File: src/bdc_defs.vh
`ifndef BDC_DEFS_VH
`define BDC_DEFS_VH

// Command codes of the readable data words
`define BDC_CMD_CHG_TIME 8'h05
`define BDC_CMD_DSG_TIME 8'h06
`define BDC_CMD_RATE_OK 8'h07
`define BDC_CMD_TEMP 8'h08
`define BDC_CMD_VOLT 8'h09
`define BDC_CMD_CURR 8'h0A
`define BDC_CMD_AVG_CURR 8'h0B
`define BDC_CMD_MARGIN 8'h0C
`define BDC_CMD_PCT_LRN 8'h0D
`define BDC_CMD_PCT_DES 8'h0E
`define BDC_CMD_CAP_LEFT 8'h0F

// Status error codes
`define BDC_ERR_OK 3'h0
`define BDC_ERR_BUSY 3'h1
`define BDC_ERR_UNSUPPORTED 3'h3

// Data limits and markers
`define BDC_TIME_INVALID 16'hFFFF
`define BDC_TIME_MAX 16'hFFFE
`define BDC_WORD_MAX 16'hFFFF
`define BDC_TEMP_MIN 16'h0964
`define BDC_TEMP_MAX 16'h0F28
`define BDC_VOLT_MAX 16'h4E20
`define BDC_PCT_FULL 16'h0064
`define BDC_BOOL_TRUE 16'h0001
`define BDC_BOOL_FALSE 16'h0000

// Error margin values in percent and the tally count per margin step
`define BDC_MARGIN_RESET 7'h64
`define BDC_MARGIN_LEARNED 7'h02
`define BDC_MARGIN_CLAMPED 7'h08
`define BDC_MARGIN_VCORR 7'h19
`define BDC_MARGIN_MAX 7'h64
`define BDC_CYCLES_PER_STEP 2'h3

// Scale factors and divider width
`define BDC_MIN_PER_HOUR 32'h0000003C
`define BDC_PCT_SCALE 32'h00000064
`define BDC_OK_SCALE 32'h00000168
`define BDC_DIV_BITS 6'h20

// Timing
`define BDC_CLK_HZ 100000000
`define BDC_REFRESH_S 20
`define BDC_RECALC_LIMIT_MS 1300

`endif

File: src/bdc_bank.v
// Summary of operation
// - After an at-rate write, all three prediction results are recomputed well within 1.3 s.
// - Reading a prediction result before recomputation ends is not acknowledged; error becomes busy.
// - Prediction results are recomputed from the stored at-rate value every 20 s.
// - Charge time in minutes up to 65534; 65535 when at-rate is not charging.
// - Discharge time in minutes; 65535 when at-rate is not discharging.
// - Rate-OK is boolean and forced true for zero or positive at-rate.
// - Negative at-rate: rate-OK tells if capacity covers that added load plus the present discharge current for 10 s.
// - Temperature word in 0.1 K, held within 240.4 to 388.0 K.
// - Voltage word in millivolts, held within 0 to 20000.
// - Current word is signed milliamps, positive charging, negative discharging.
// - Average current approximates a one-minute rolling mean, valid from the first sample.
// - Full reset loads the error margin with 100 percent.
// - Unclamped completed learning cycle sets the error margin to 2 percent.
// - Clamped learning cycle sets margin to 8 percent unless already below 8.
// - Four cycle-tally advances without learning raise the margin by 1 percent.
// - A voltage-based counter correction sets the error margin to 25 percent.
// - Error margin stays within 2 to 100 percent.
// - Relative charge is remaining over learned full capacity, 0 to 100 percent.
// - Absolute charge is remaining over nominal capacity, not clamped at 100.
// - Remaining capacity word 0 to 65535, mAh or 10 mWh by unit selector.
// - Unit selector set picks 10 mW/10 mWh, clear picks mA/mAh.
// - At-rate is signed: positive charge, negative discharge, zero neither (default).
`timescale 1ns/100ps
`default_nettype none
`include "bdc_defs.vh"

module bdc_bank #(
  parameter [31:0] REFRESH_CYCLES = `BDC_REFRESH_S * `BDC_CLK_HZ,
  parameter AVG_SHIFT = 6
) (
  // Clock and reset
  input wire core_clk,
  input wire rstn,
  // Word read request from the bus protocol engine
  input wire rd_req,
  input wire [7:0] rd_cmd,
  output reg rd_ack,
  output reg rd_nack,
  output reg [15:0] rd_data,
  output reg [2:0] status_err_code,
  // At-rate hypothesis write
  input wire rate_wr,
  input wire [15:0] rate_wdata,
  // Unit selector from the pack mode word
  input wire capacity_mode,
  // Measurements
  input wire meas_valid,
  input wire [15:0] meas_temp,
  input wire [15:0] meas_volt,
  input wire [15:0] meas_curr,
  // Capacity figures in both units
  input wire [15:0] cap_left_mah,
  input wire [15:0] cap_left_cwh,
  input wire [15:0] learned_full_mah,
  input wire [15:0] learned_full_cwh,
  input wire [15:0] nominal_mah,
  input wire [15:0] nominal_cwh,
  // Learning and correction events
  input wire learn_done,
  input wire learn_clamped,
  input wire cycle_tally_inc,
  input wire volt_correction
);

  localparam [1:0] ST_IDLE = 2'h0;
  localparam [1:0] ST_LOAD = 2'h1;
  localparam [1:0] ST_DIV = 2'h2;
  localparam [1:0] ST_STORE = 2'h3;
  localparam [1:0] JOB_FULL = 2'h0;
  localparam [1:0] JOB_EMPTY = 2'h1;
  localparam [1:0] JOB_REL = 2'h2;
  localparam [1:0] JOB_ABS = 2'h3;

  // Saturate a wide quotient to a 16-bit ceiling
  function [15:0] sat16;
    input [31:0] val;
    input [15:0] ceil;
    begin
      if (val > {16'h0000, ceil}) begin
        sat16 = ceil;
      end else begin
        sat16 = val[15:0];
      end
    end
  endfunction

  // Magnitude of a signed word
  function [15:0] mag16;
    input [15:0] val;
    begin
      if (val[15]) begin
        mag16 = ~val + 16'h0001;
      end else begin
        mag16 = val;
      end
    end
  endfunction

  reg [15:0] rate_r;
  reg busy_r;
  reg start_req_r;
  reg [31:0] tick_cnt_r;
  reg [1:0] state_r;
  reg [1:0] job_r;
  reg [5:0] bit_cnt_r;
  reg [31:0] num_r;
  reg [15:0] den_r;
  reg [16:0] rem_r;
  reg [15:0] chg_time_r;
  reg [15:0] dsg_time_r;
  reg rate_ok_r;
  reg [15:0] pct_lrn_r;
  reg [15:0] pct_des_r;
  reg [15:0] temp_r;
  reg [15:0] volt_r;
  reg [15:0] curr_r;
  reg [15:0] avg_r;
  reg avg_seeded_r;
  reg [6:0] margin_r;
  reg [1:0] cyc_cnt_r;

  // Unit selection for capacity figures and the hypothesis
  wire [15:0] cap_left = capacity_mode ? cap_left_cwh : cap_left_mah;
  wire [15:0] full_cap = capacity_mode ? learned_full_cwh : learned_full_mah;
  wire [15:0] nom_cap = capacity_mode ? nominal_cwh : nominal_mah;
  wire rate_pos = ~rate_r[15] && (rate_r != 16'h0000);
  wire rate_neg = rate_r[15];
  wire [15:0] rate_mag = mag16(rate_r);
  wire [15:0] to_fill = (full_cap > cap_left) ? (full_cap - cap_left) : 16'h0000;

  // Ten-second load test: left * 3600 s/h / 10 s against added plus present drain
  wire [31:0] ok_supply = {16'h0000, cap_left} * `BDC_OK_SCALE;
  wire [15:0] drain = curr_r[15] ? mag16(curr_r) : 16'h0000;
  wire [31:0] ok_demand = {16'h0000, rate_mag} + {16'h0000, drain};
  wire ok_calc = ~rate_neg || (ok_supply >= ok_demand);

  // Divider step
  wire [16:0] rem_sh = {rem_r[15:0], num_r[31]};
  wire q_bit = (rem_sh >= {1'b0, den_r});
  wire [16:0] rem_nxt = q_bit ? (rem_sh - {1'b0, den_r}) : rem_sh;
  wire [31:0] quo = {num_r[30:0], q_bit};
  wire tick = (tick_cnt_r == REFRESH_CYCLES - 32'h00000001);

  // Refresh timer for the periodic prediction update
  always @(posedge core_clk) begin
    if (!rstn) begin
      tick_cnt_r <= 32'h00000000;
    end else if (tick) begin
      tick_cnt_r <= 32'h00000000;
    end else begin
      tick_cnt_r <= tick_cnt_r + 32'h00000001;
    end
  end

  // Hypothesis storage, pending request and not-ready flag
  always @(posedge core_clk) begin
    if (!rstn) begin
      rate_r <= 16'h0000;
      busy_r <= 1'b0;
      start_req_r <= 1'b0;
    end else begin
      if (rate_wr) begin
        rate_r <= rate_wdata;
      end
      // A new request wins over the clear taken at the start of a round
      if (rate_wr || tick || meas_valid) begin
        start_req_r <= 1'b1;
      end else if (state_r == ST_IDLE) begin
        start_req_r <= 1'b0;
      end
      if (rate_wr) begin
        busy_r <= 1'b1;
      end else if (state_r == ST_STORE && job_r == JOB_ABS && !start_req_r) begin
        busy_r <= 1'b0;
      end
    end
  end

  // Sequential divider walking the four quotient jobs; about 140 cycles per round
  always @(posedge core_clk) begin
    if (!rstn) begin
      state_r <= ST_IDLE;
      job_r <= JOB_FULL;
      bit_cnt_r <= 6'h00;
      num_r <= 32'h00000000;
      den_r <= 16'h0000;
      rem_r <= 17'h00000;
      chg_time_r <= `BDC_TIME_INVALID;
      dsg_time_r <= `BDC_TIME_INVALID;
      rate_ok_r <= 1'b1;
      pct_lrn_r <= 16'h0000;
      pct_des_r <= 16'h0000;
    end else begin
      case (state_r)
        ST_IDLE: begin
          if (start_req_r) begin
            job_r <= JOB_FULL;
            state_r <= ST_LOAD;
          end
        end
        ST_LOAD: begin
          rem_r <= 17'h00000;
          bit_cnt_r <= `BDC_DIV_BITS;
          state_r <= ST_DIV;
          case (job_r)
            JOB_FULL: begin
              num_r <= {16'h0000, to_fill} * `BDC_MIN_PER_HOUR;
              den_r <= rate_mag;
            end
            JOB_EMPTY: begin
              num_r <= {16'h0000, cap_left} * `BDC_MIN_PER_HOUR;
              den_r <= rate_mag;
            end
            JOB_REL: begin
              num_r <= {16'h0000, cap_left} * `BDC_PCT_SCALE;
              den_r <= full_cap;
            end
            default: begin
              num_r <= {16'h0000, cap_left} * `BDC_PCT_SCALE;
              den_r <= nom_cap;
            end
          endcase
        end
        ST_DIV: begin
          rem_r <= rem_nxt;
          num_r <= quo;
          bit_cnt_r <= bit_cnt_r - 6'h01;
          if (bit_cnt_r == 6'h01) begin
            state_r <= ST_STORE;
          end
        end
        ST_STORE: begin
          // Words change only here and otherwise hold their last value
          case (job_r)
            JOB_FULL: begin
              chg_time_r <= rate_pos ? sat16(num_r, `BDC_TIME_MAX) : `BDC_TIME_INVALID;
            end
            JOB_EMPTY: begin
              dsg_time_r <= rate_neg ? sat16(num_r, `BDC_TIME_MAX) : `BDC_TIME_INVALID;
            end
            JOB_REL: begin
              pct_lrn_r <= (full_cap == 16'h0000) ? 16'h0000 :
                           sat16(num_r, `BDC_PCT_FULL);
            end
            default: begin
              pct_des_r <= (nom_cap == 16'h0000) ? 16'h0000 :
                           sat16(num_r, `BDC_WORD_MAX);
              rate_ok_r <= ok_calc;
            end
          endcase
          if (job_r == JOB_ABS) begin
            state_r <= ST_IDLE;
          end else begin
            job_r <= job_r + 2'h1;
            state_r <= ST_LOAD;
          end
        end
        default: begin
          state_r <= ST_IDLE;
        end
      endcase
    end
  end

  // Exponential filter step; AVG_SHIFT sets the window against the sample rate
  wire signed [16:0] avg_diff = $signed({meas_curr[15], meas_curr}) - $signed({avg_r[15], avg_r});
  wire signed [16:0] avg_sh = avg_diff >>> AVG_SHIFT;
  wire [15:0] avg_step = avg_sh[15:0];

  // Measurement words latched on each sample; temperature and voltage range-held
  always @(posedge core_clk) begin
    if (!rstn) begin
      temp_r <= `BDC_TEMP_MIN;
      volt_r <= 16'h0000;
      curr_r <= 16'h0000;
      avg_r <= 16'h0000;
      avg_seeded_r <= 1'b0;
    end else if (meas_valid) begin
      if (meas_temp < `BDC_TEMP_MIN) begin
        temp_r <= `BDC_TEMP_MIN;
      end else if (meas_temp > `BDC_TEMP_MAX) begin
        temp_r <= `BDC_TEMP_MAX;
      end else begin
        temp_r <= meas_temp;
      end
      volt_r <= (meas_volt > `BDC_VOLT_MAX) ? `BDC_VOLT_MAX : meas_volt;
      curr_r <= meas_curr;
      // First sample seeds the filter so early reads are meaningful
      if (!avg_seeded_r) begin
        avg_r <= meas_curr;
        avg_seeded_r <= 1'b1;
      end else begin
        avg_r <= avg_r + avg_step;
      end
    end
  end

  // Error margin bookkeeping
  always @(posedge core_clk) begin
    if (!rstn) begin
      margin_r <= `BDC_MARGIN_RESET;
      cyc_cnt_r <= 2'h0;
    end else if (volt_correction) begin
      margin_r <= `BDC_MARGIN_VCORR;
    end else if (learn_done) begin
      cyc_cnt_r <= 2'h0;
      if (!learn_clamped) begin
        margin_r <= `BDC_MARGIN_LEARNED;
      end else if (margin_r >= `BDC_MARGIN_CLAMPED) begin
        margin_r <= `BDC_MARGIN_CLAMPED;
      end
    end else if (cycle_tally_inc) begin
      if (cyc_cnt_r == `BDC_CYCLES_PER_STEP) begin
        cyc_cnt_r <= 2'h0;
        if (margin_r < `BDC_MARGIN_MAX) begin
          margin_r <= margin_r + 7'h01;
        end
      end else begin
        cyc_cnt_r <= cyc_cnt_r + 2'h1;
      end
    end
  end

  // Read answer one cycle after the request
  always @(posedge core_clk) begin
    if (!rstn) begin
      rd_ack <= 1'b0;
      rd_nack <= 1'b0;
      rd_data <= 16'h0000;
      status_err_code <= `BDC_ERR_OK;
    end else begin
      rd_ack <= 1'b0;
      rd_nack <= 1'b0;
      if (rd_req) begin
        rd_ack <= 1'b1;
        status_err_code <= `BDC_ERR_OK;
        case (rd_cmd)
          `BDC_CMD_CHG_TIME, `BDC_CMD_DSG_TIME, `BDC_CMD_RATE_OK: begin
            if (busy_r) begin
              rd_ack <= 1'b0;
              rd_nack <= 1'b1;
              status_err_code <= `BDC_ERR_BUSY;
            end else if (rd_cmd == `BDC_CMD_CHG_TIME) begin
              rd_data <= chg_time_r;
            end else if (rd_cmd == `BDC_CMD_DSG_TIME) begin
              rd_data <= dsg_time_r;
            end else begin
              rd_data <= rate_ok_r ? `BDC_BOOL_TRUE : `BDC_BOOL_FALSE;
            end
          end
          `BDC_CMD_TEMP: rd_data <= temp_r;
          `BDC_CMD_VOLT: rd_data <= volt_r;
          `BDC_CMD_CURR: rd_data <= curr_r;
          `BDC_CMD_AVG_CURR: rd_data <= avg_r;
          `BDC_CMD_MARGIN: rd_data <= {9'h000, margin_r};
          `BDC_CMD_PCT_LRN: rd_data <= pct_lrn_r;
          `BDC_CMD_PCT_DES: rd_data <= pct_des_r;
          `BDC_CMD_CAP_LEFT: rd_data <= cap_left;
          default: begin
            rd_ack <= 1'b0;
            rd_nack <= 1'b1;
            status_err_code <= `BDC_ERR_UNSUPPORTED;
          end
        endcase
      end
    end
  end

endmodule
`default_nettype wire

File: config.mk
export PLATFORM = sky130hd
export DESIGN_NAME = bdc_bank
export DESIGN_NICKNAME = d
export VERILOG_FILES = /design/src/bdc_bank.v
export VERILOG_INCLUDE_DIRS = /design/src
export SDC_FILE = /design/constraint.sdc
export NUM_CORES = 1
export LEC_CHECK = 0
export ABC_AREA = 1
export BUFFER_PORTS_ARGS = -buffer_cell sky130_fd_sc_hd__buf_2
export CAP_MARGIN = 15
export CORE_MARGIN = 2
export CORE_UTILIZATION = 45
export CTS_CLUSTER_SIZE = 14
export DETAILED_ROUTE_END_ITERATION = 16
export PLACE_DENSITY = 0.61
export SYNTH_ARGS = -nofsm -noshare
export SYNTH_HDL_FRONTEND = slang
export SYNTH_SLANG_ARGS = --single-unit
File: constraint.sdc
create_clock -name core_clk -period 6.71 [get_ports core_clk]
set_input_delay 0.671 -clock core_clk [delete_from_list [all_inputs] [get_ports core_clk]]
set_output_delay 0.671 -clock core_clk [all_outputs]
set_load 0.005 [all_outputs]
---- Word level (Yosys, flattened, before mapping) ----
Cells that the tools add are included.
storage, ports and cells
  output and inout port bits .............. 21
  input port bits ......................... 178
  flip-flop bits (word level) ............. 284
  logic and storage cells ................. 181
cells by class
  reduce and logical (&&, ||, !) cells .... 40
  muxes and demuxes ....................... 55
  $lt $le $gt $ge ......................... 11
  equality and inequality tests ........... 26
  $add $sub $neg .......................... 12
  multiply operators ...................... 4
  bitwise logic cells ..................... 6
operator list
  kind                                                             number
  2-to-1 mux 16 bit                                                21
  one-hot mux 16 bit (9 select lines)                              1
  equality test 8 x 4 -> 1 bit, second input constant              8
  greater-than comparator 32 x 16 -> 1 bit, second input constant  2
  one-hot mux 16 bit (2 select lines)                              2
  one-hot mux 32 bit (2 select lines)                              1
  2-to-1 mux 7 bit                                                 7
  one-hot mux 23 bit (2 select lines)                              1
  multiplier 16 x 4 -> 20 bit, second input constant               2
  adder 16 x 1 -> 16 bit, second input constant                    2
  adder 32 x 1 -> 32 bit, second input constant                    1
  equality test 32 x 31 -> 1 bit, second input constant            1
  greater-than comparator 32 x 7 -> 1 bit, second input constant   1
  zero test 16 bit                                                 2
  inverter 16 bit                                                  2
  subtractor 16 bit                                                2
  greater-or-equal comparator 25 x 17 -> 1 bit                     1
  equality test 8 x 3 -> 1 bit, second input constant              3
  multiplier 16 x 6 -> 22 bit, second input constant               1
  multiplier 16 x 5 -> 21 bit, second input constant               1
  adder 16 x 16 -> 17 bit                                          1
  greater-or-equal comparator 17 x 16 -> 1 bit                     1
  subtractor 16 x 16 -> 17 bit                                     1
  adder 16 bit                                                     1
  36 further kinds                                                 88

---- Longest topological paths before layout ----
Gate-level depths: netlist of the first run.
  depth in word-level cells ............... 6
  depth in mapped cells ................... 38
  mapped depth without buffers ............ 36

---- Worst setup path before layout of the first run ----
No wires, ideal clock.
  path type ............................... input-to-reg
  start point ............................. in capacity_mode
  end point ............................... reg num_r[20]
  required time ........................... 6.582 ns
  library setup time ...................... 0.128 ns
  setup slack ............................. 0.979 ns
  cell stages on the path ................. 29
  arrival ................................. 5.604 ns
  cell sequence ........................... buf_4 > buf_2 > o21ai_0 > ha_1 > a21oi_1 > o21ai_0 > nand2_1 > nand3_1 > a21o_1 > a21oi_1 > inv_1 > o21ai_0 > inv_1 > fa_1 > inv_1 > fa_1 > inv_1 > ha_1 > nand2_1 > nor3_1 > inv_1 > nor2_1 > nor2_1 > nand2_1 > nand2_1 > nand3_1 > nand3_1 > a21oi_1 > nor2_1
on the way
  longest elaborated chain between the ends .. 6
RTL lines
  item                                                                        RTL line                        RTL
  start, declared                                                             bdc_bank.v:46                   input wire capacity_mode,
  2-to-1 mux 16 bit, on equally long branches                                 bdc_bank.v:125, bdc_bank.v:124
  subtractor 16 bit / greater-than comparator 16 bit (equally long branches)  bdc_bank.v:130                  wire [15:0] to_fill = (full_cap > cap_left) ? (full_cap - cap_left) : 16'h0000;
  2-to-1 mux 16 bit                                                           bdc_bank.v:130
  multiplier 16 x 4 -> 20 bit (no line)                                       -
  one-hot mux 23 bit (2 select lines) *                                       bdc_bank.v:206                  case (job_r)
  one-hot mux 32 bit (2 select lines) *                                       bdc_bank.v:195                  case (state_r)
  end signal, assigned                                                        bdc_bank.v:208                  num_r <= {16'h0000, to_fill} * `BDC_MIN_PER_HOUR;
  end signal, assigned                                                        bdc_bank.v:212                  num_r <= {16'h0000, cap_left} * `BDC_MIN_PER_HOUR;
  end signal, assigned                                                        bdc_bank.v:216                  num_r <= {16'h0000, cap_left} * `BDC_PCT_SCALE;
  end, declared                                                               bdc_bank.v:107                  reg [31:0] num_r;
Every way passes the cells marked *; elsewhere a longest branch is shown, timed or not.
A chain may end at the register's enable or synchronous reset.

---- Worst setup path in the final report of the first run ----
  start point ............................. in capacity_mode
  end point ............................... reg num_r[21]
Same word-level chain as after synthesis.

==> impl_metrics.yaml, run 1 <==
power:
  pwr-share-clk_pct: 15.1
  seqPwrFrac_pct: 18.3
  switchingPower_w: 0.00580
  internal_power_w: 0.00528
  vdd_drop_max_v: 0.000473
  finalPower_w: 0.0111
  p_per_area_nw_per_um2: 392
  sw_frac_of_total_pct: 52.4
  power_leakage_nw: 13.5
  combPwrFrac_pct: 66.6
cts:
  cts_sinks: 283
  hold_buffers: 0
  htreeDepth: 1
  cts_buffer_depth: 3
  cts_tree: "built"
  cts_buffers: 31
  cts_resized: 0
  cts-root-buf: "clkbuf_16"
  cts_setup_buffers: 0
  clk_pin_slew_ns: 0.06
  insertion_delay_ns: 0.58
worst_setup_path:
  crit_type: "input pin to flip-flop"
  worstPathMaxFanout: 30
  path_buf_inv: 8
  critical-path-slowest-cell: "fa_1"
  cp-end-kind: "flip-flop"
  slowest_delay_ns: 0.54
  start_kind: "input pin"
  cp.required_ns: 7.19
  cp_top_family: "adder cells"
  crit_top_cell: "inv_1"
  cp.arrival_ns: 6.20
cells_and_area:
  final_core_util_pct: 50.2
  final_area_um2: 28200
  layout_commonest_cell: "nand2_1"
  drive_gt1_share_pct: 9.27
  syn_to_final_growth_pct: 10.5
  nNetsFinal: 4473
  layout_common_cells: "nand2_1, inv_1, a21oi_1"
  antenna_cells: 0
  n_fill_cell: 5938
logic_synthesis:
  synth_edf_count: 0
  synth_top_area_cell: "dfxtp_1"
  synth_flop_cell: "dfxtp_1"
  synth-seq-area-share_pct: 22.2
  postSynthCellCount: 3802
  yosys-top-cells-area: "dfxtp_1, nand2_1, ha_1"
  synth_cell_types: 70
  synth-seq-cells: 283
  synth_nets: 4318
  synth_top_area_share_pct: 22.2
  ys_async_sr_fraction_pct: 0
  syn_area_um2: 25500
  avgSynthCellArea_um2: 6.72
  ys_warn_count: 0
outcome:
  status: "complete, no violations"
floorplan:
  start_util_pct: 45.4
  num_rows: 87
  die_w_um: 242
  core_um2: 56300
  chipHeight_um: 242
  io_pins: 199
  die_area_um2: 58700
placement:
  post_dp_cell_area_um2: 27200
  numPortBuffers: 197
  hpwl_um: 65800
  gp_congestion: 1.01
grt:
  grt_pass1_vias: 24200
  antenna_found_initial: 0
  grt_pass1_wl_um: 132000
  overflow: 0
  grt_max_degree: 90
  track_usage_pct: 27.7
timing:
  finalClockSkew_ns: 0.0155
  rsz0062_at_grt: "false"
  fin_tns_setup_ns: 0
  fin_crit_sh_pct: 85.1
  setup_viol: 0
  relSlewSlack_pct: 29.8
  fin_crit_ns: 5.71
  worstMarginPinSlew_ns: 1.05
  fmax_ghz: 0.175
  drv_slew: 0
  hold_violations: 0
drt:
  drtPass1Iterations: 6
  drt-total-wl_um: 82400
  via_count: 25300
  post-route-drc-count: 0
  ant_nets: 0
  detail_route.wl_per_cell_um: 17.4
  viasPerCell: 5.35
  drtIter0Drc: 1960
worst_hold_path:
  worstHoldPathType: "input pin to flip-flop"
flow_run:
  max-cap-violations: 0
[final cells by class]
type	instances	area (um2)	share of cell area (%)
Clock buffer	44	885	3.13
Inverter	602	2260	8.01
Tap cell	756	946	3.35
Multi-Input combinational cell	2809	17100	60.7
Sequential cell	283	5670	20.1
Timing Repair Buffer	230	1230	4.37
Clock inverter	13	105	0.372
[sequential cells by signal (all words and copies together) (netlist names), 6 cells and up]
register and count:
chg_time_r 16, tick_cnt_r 32, den_r 16, bit_cnt_r 6
pct_des_r 16, margin_r 7, volt_r 16, pct_lrn_r 16
curr_r 16, rem_r 16, rate_r 16, rd_data 16
dsg_time_r 16, temp_r 16, avg_r 16, num_r 32
[logic make-up after synthesis]
kind of cell / after synthesis / synth area share, %
compound gates: 774 / 17.1
xor+xnor: 89 / 3.05
fa+ha+maj: 338 / 19.2
buf+inv: 710 / 10.8
flops: 283 / 22.2
mux: 11 / 0.431
other cells: 1 / 0.0147
simple gates: 1596 / 27.3
[Yosys cell counts (all sizes together), types with 11 or more instances]
library cell / instances
mux2i: 11
o21bai: 12
nor4: 16
o21ai: 206
xor2: 61
nor2: 285
a31oi: 13
nand2: 865
dfxtp: 283
or2: 23
clkbuf: 69
a21o: 19
nor3: 67
o2111ai: 11
a21oi: 359
o211ai: 16
a221oi: 12
buf: 39
ha: 249
xnor2: 28
nand3: 234
nor3b: 12
nand4: 54
fa: 89
nand3b: 31
o22ai: 77
inv: 595
a21boi: 13
[per-stage QoR]
step	hold WS (ns)	cells	worst slack [ns]
6_report	0.332	4737	0.996
3_3_place_gp	0.413	4680	0.533
3_5_place_dp	0.417	4680	0.478
4_1_cts	0.306	4737	1.07
5_1_grt	0.330	4737	0.381
2_1_floorplan	0.400	3802	0.979
[metal layers]
metal	share of wire [%]	wire length [um]	vias up	global-route usage, %
met3	5.8	4810	116	3.31
met4	3.1	2570	0	7.79
met2	45	37100	703	45.4
met5	0	0	-	0
met1	46	37900	11700	38.3
li1	-	-	12800	-
[power by group through the flow]
stage	Clock [W]	Sequential, W	Combinational (W)
floorplan	0	0.00201	0.00540
global placement	0	0.00206	0.00725
detailed placement	0	0.00206	0.00725
CTS	0.00171	0.00202	0.00730
global route	0.00177	0.00205	0.00835
finish	0.00167	0.00203	0.00737
[tightest hold or removal path: stages]
cell and delay [ns]:
buf_2 0.08, nor2_1 0.03, nor2_1 0.09
[worst paths after layout]
kind	cells after the start	to	from	slack, ns
max reg2reg	29	rate_ok_r$_SDFFE_PN1P_	curr_r[0]$_SDFFE_PN0P_	2.30
min reg2reg	2	temp_r[11]$_SDFFE_PN1P_	temp_r[11]$_SDFFE_PN1P_	0.43
min	3	rate_r[8]$_SDFFE_PN0P_	rate_wdata[8]	0.33
max	30	num_r[21]$_SDFFE_PN0P_	capacity_mode	1.0
Note: power is estimated with default switching activity, not from simulation.
==> run 2, diff against run 1 <==
--- a/config.mk
+++ b/config.mk
@@ -9,7 +9,6 @@
 export ABC_AREA = 1
 export BUFFER_PORTS_ARGS = -buffer_cell sky130_fd_sc_hd__buf_2
 export CAP_MARGIN = 15
-export CORE_MARGIN = 2
 export CORE_UTILIZATION = 45
 export CTS_CLUSTER_SIZE = 14
 export DETAILED_ROUTE_END_ITERATION = 16
==> impl_metrics.yaml, run 2 (synthesis results as in run 1) <==
drt:
  post-route-drc-count: 0
  ant_nets: 0
  viasPerCell: 5.37
  detail_route.wl_per_cell_um: 17.6
  via_count: 25400
  drtPass1Iterations: 6
  drtIter0Drc: 1802
  drt-total-wl_um: 83100
cts:
  cts_setup_buffers: 0
  cts_tree: "built"
  cts_buffers: 30
  htreeDepth: 1
  cts_resized: 0
  cts-root-buf: "clkbuf_16"
  cts_sinks: 283
  hold_buffers: 0
  cts_buffer_depth: 3
  clk_pin_slew_ns: 0.07
  insertion_delay_ns: 0.59
placement:
  numPortBuffers: 197
  gp_congestion: 0.962
  hpwl_um: 66200
grt:
  track_usage_pct: 28.6
  use_met3_pct: 2.45
  overflow: 0
  antenna_found_initial: 0
  grt_pass1_wl_um: 130000
  met1_usage_pct: 40.5
  grt_pass1_vias: 24000
  grt_busiest_layer: "met2"
  grt_max_degree: 85
  grt_util_met2_pct: 46.7
worst_setup_path:
  cp.arrival_ns: 6.16
  crit_type: "input pin to flip-flop"
  slowest_delay_ns: 0.53
  critical-path-slowest-cell: "fa_1"
  worstPathMaxFanout: 16
  cp-end-kind: "flip-flop"
  cp.required_ns: 7.15
  start_kind: "input pin"
timing:
  fin_crit_sh_pct: 85.2
  finalClockSkew_ns: 0.0194
  setup_viol: 0
  whs_ns: 0.326
  drv_slew: 0
  rsz0062_at_grt: "false"
  fin_crit_ns: 5.72
  relSlewSlack_pct: 30.6
  worstMarginPinSlew_ns: 1.04
  hold_violations: 0
  fin_tns_setup_ns: 0
  fmax_ghz: 0.175
floorplan:
  chipHeight_um: 240
  num_rows: 86
  start_util_pct: 45.9
  io_pins: 199
  core_um2: 55600
  die_area_um2: 57700
  die_w_um: 240
power:
  pwr-share-clk_pct: 16.6
  internal_power_w: 0.00543
  vdd_drop_max_v: 0.000465
  power_leakage_nw: 13.6
  seqPwrFrac_pct: 18.1
  p_per_area_nw_per_um2: 396
  switchingPower_w: 0.00580
  combPwrFrac_pct: 65.4
  sw_frac_of_total_pct: 51.6
cells_and_area:
  layout_common_cells: "nand2_1, inv_1, a21oi_1"
  nNetsFinal: 4476
  n_fill_cell: 5909
  layout_commonest_cell: "nand2_1"
  reg_top3: "num_r: 32 flops, tick_cnt_r: 32 flops"
  antenna_cells: 0
  syn_to_final_growth_pct: 11.0
  drive_gt1_share_pct: 9.35
outcome:
  status: "complete, no violations"
flow_run:
  max-cap-violations: 0
worst_hold_path:
  worstHoldPathType: "input pin to flip-flop"
-- run 2: cell count changes in the layout (fill, tap and decap cells not counted), moves of 2 or more --
cell,previous run,this run
clkbuf_8,6,3
clkbuf_1,7,3
inv_6,2,0
bufinv_16,1,7
clkinv_2,7,5
buf_4,33,36
-- run 2: power groups by stage --
| stage | logic [W] | clock network [W] | registers, W |
|---|---|---|---|
| after floorplan | 0.00540 | 0 | 0.00201 |
| after global placement | 0.00721 | 0 | 0.00206 |
| after detailed placement | 0.00721 | 0 | 0.00206 |
| after CTS | 0.00726 | 0.00189 | 0.00202 |
| after global routing | 0.00830 | 0.00195 | 0.00205 |
| final | 0.00734 | 0.00186 | 0.00203 |
-- run 2: layer usage --
layer,wire length [um],vias to the layer above
met1,39500,11800
met5,0,-
met3,4030,100
met4,2110,0
met2,37400,670
li1,-,12900
-- run 2: area by class of cell --
cell class	instances	area, um2	area share [%]
Multi-Input combinational cell	2809	17100	60.4
Timing Repair Buffer	234	1280	4.50
Clock inverter	16	275	0.971
Tap cell	748	936	3.30
Inverter	602	2260	7.98
Sequential cell	283	5670	20.0
Clock buffer	36	803	2.83
-- run 2: path summary, 6_finish.rpt --
path | slack [ns] | to | from | cells past startpoint
worst max-delay path | 0.99 | num_r[20]$_SDFFE_PN0P_ | capacity_mode | 33
worst min-delay path | 0.33 | rate_r[8]$_SDFFE_PN0P_ | rate_wdata[8] | 3
worst max register to register | 2.18 | rate_ok_r$_SDFFE_PN1P_ | rate_r[15]$_SDFFE_PN0P_ | 24
worst min register to register | 0.43 | temp_r[11]$_SDFFE_PN1P_ | temp_r[11]$_SDFFE_PN1P_ | 2
-- run 2: critical path: cells and delay by family --
kind / cells / cell delay (ns)
compound gates: 3 / 0.50
fa+ha+maj: 4 / 1.83
buf+inv: 10 / 1.27
simple gates: 16 / 1.88
-- run 2: metrics by stage --
stage	std cells	setup slack (ns)	cell area (um2)	utilization, %	total power, W
floorplan	3802	0.979	25500	-	0.00742
global placement	4676	0.494	27300	49.0	0.00927
detailed placement	4676	0.428	27300	49.0	0.00927
CTS	4728	1.04	28400	51.0	0.0112
global route	4728	0.531	28400	51.0	0.0123
finish	4728	0.992	28400	51.0	0.0112
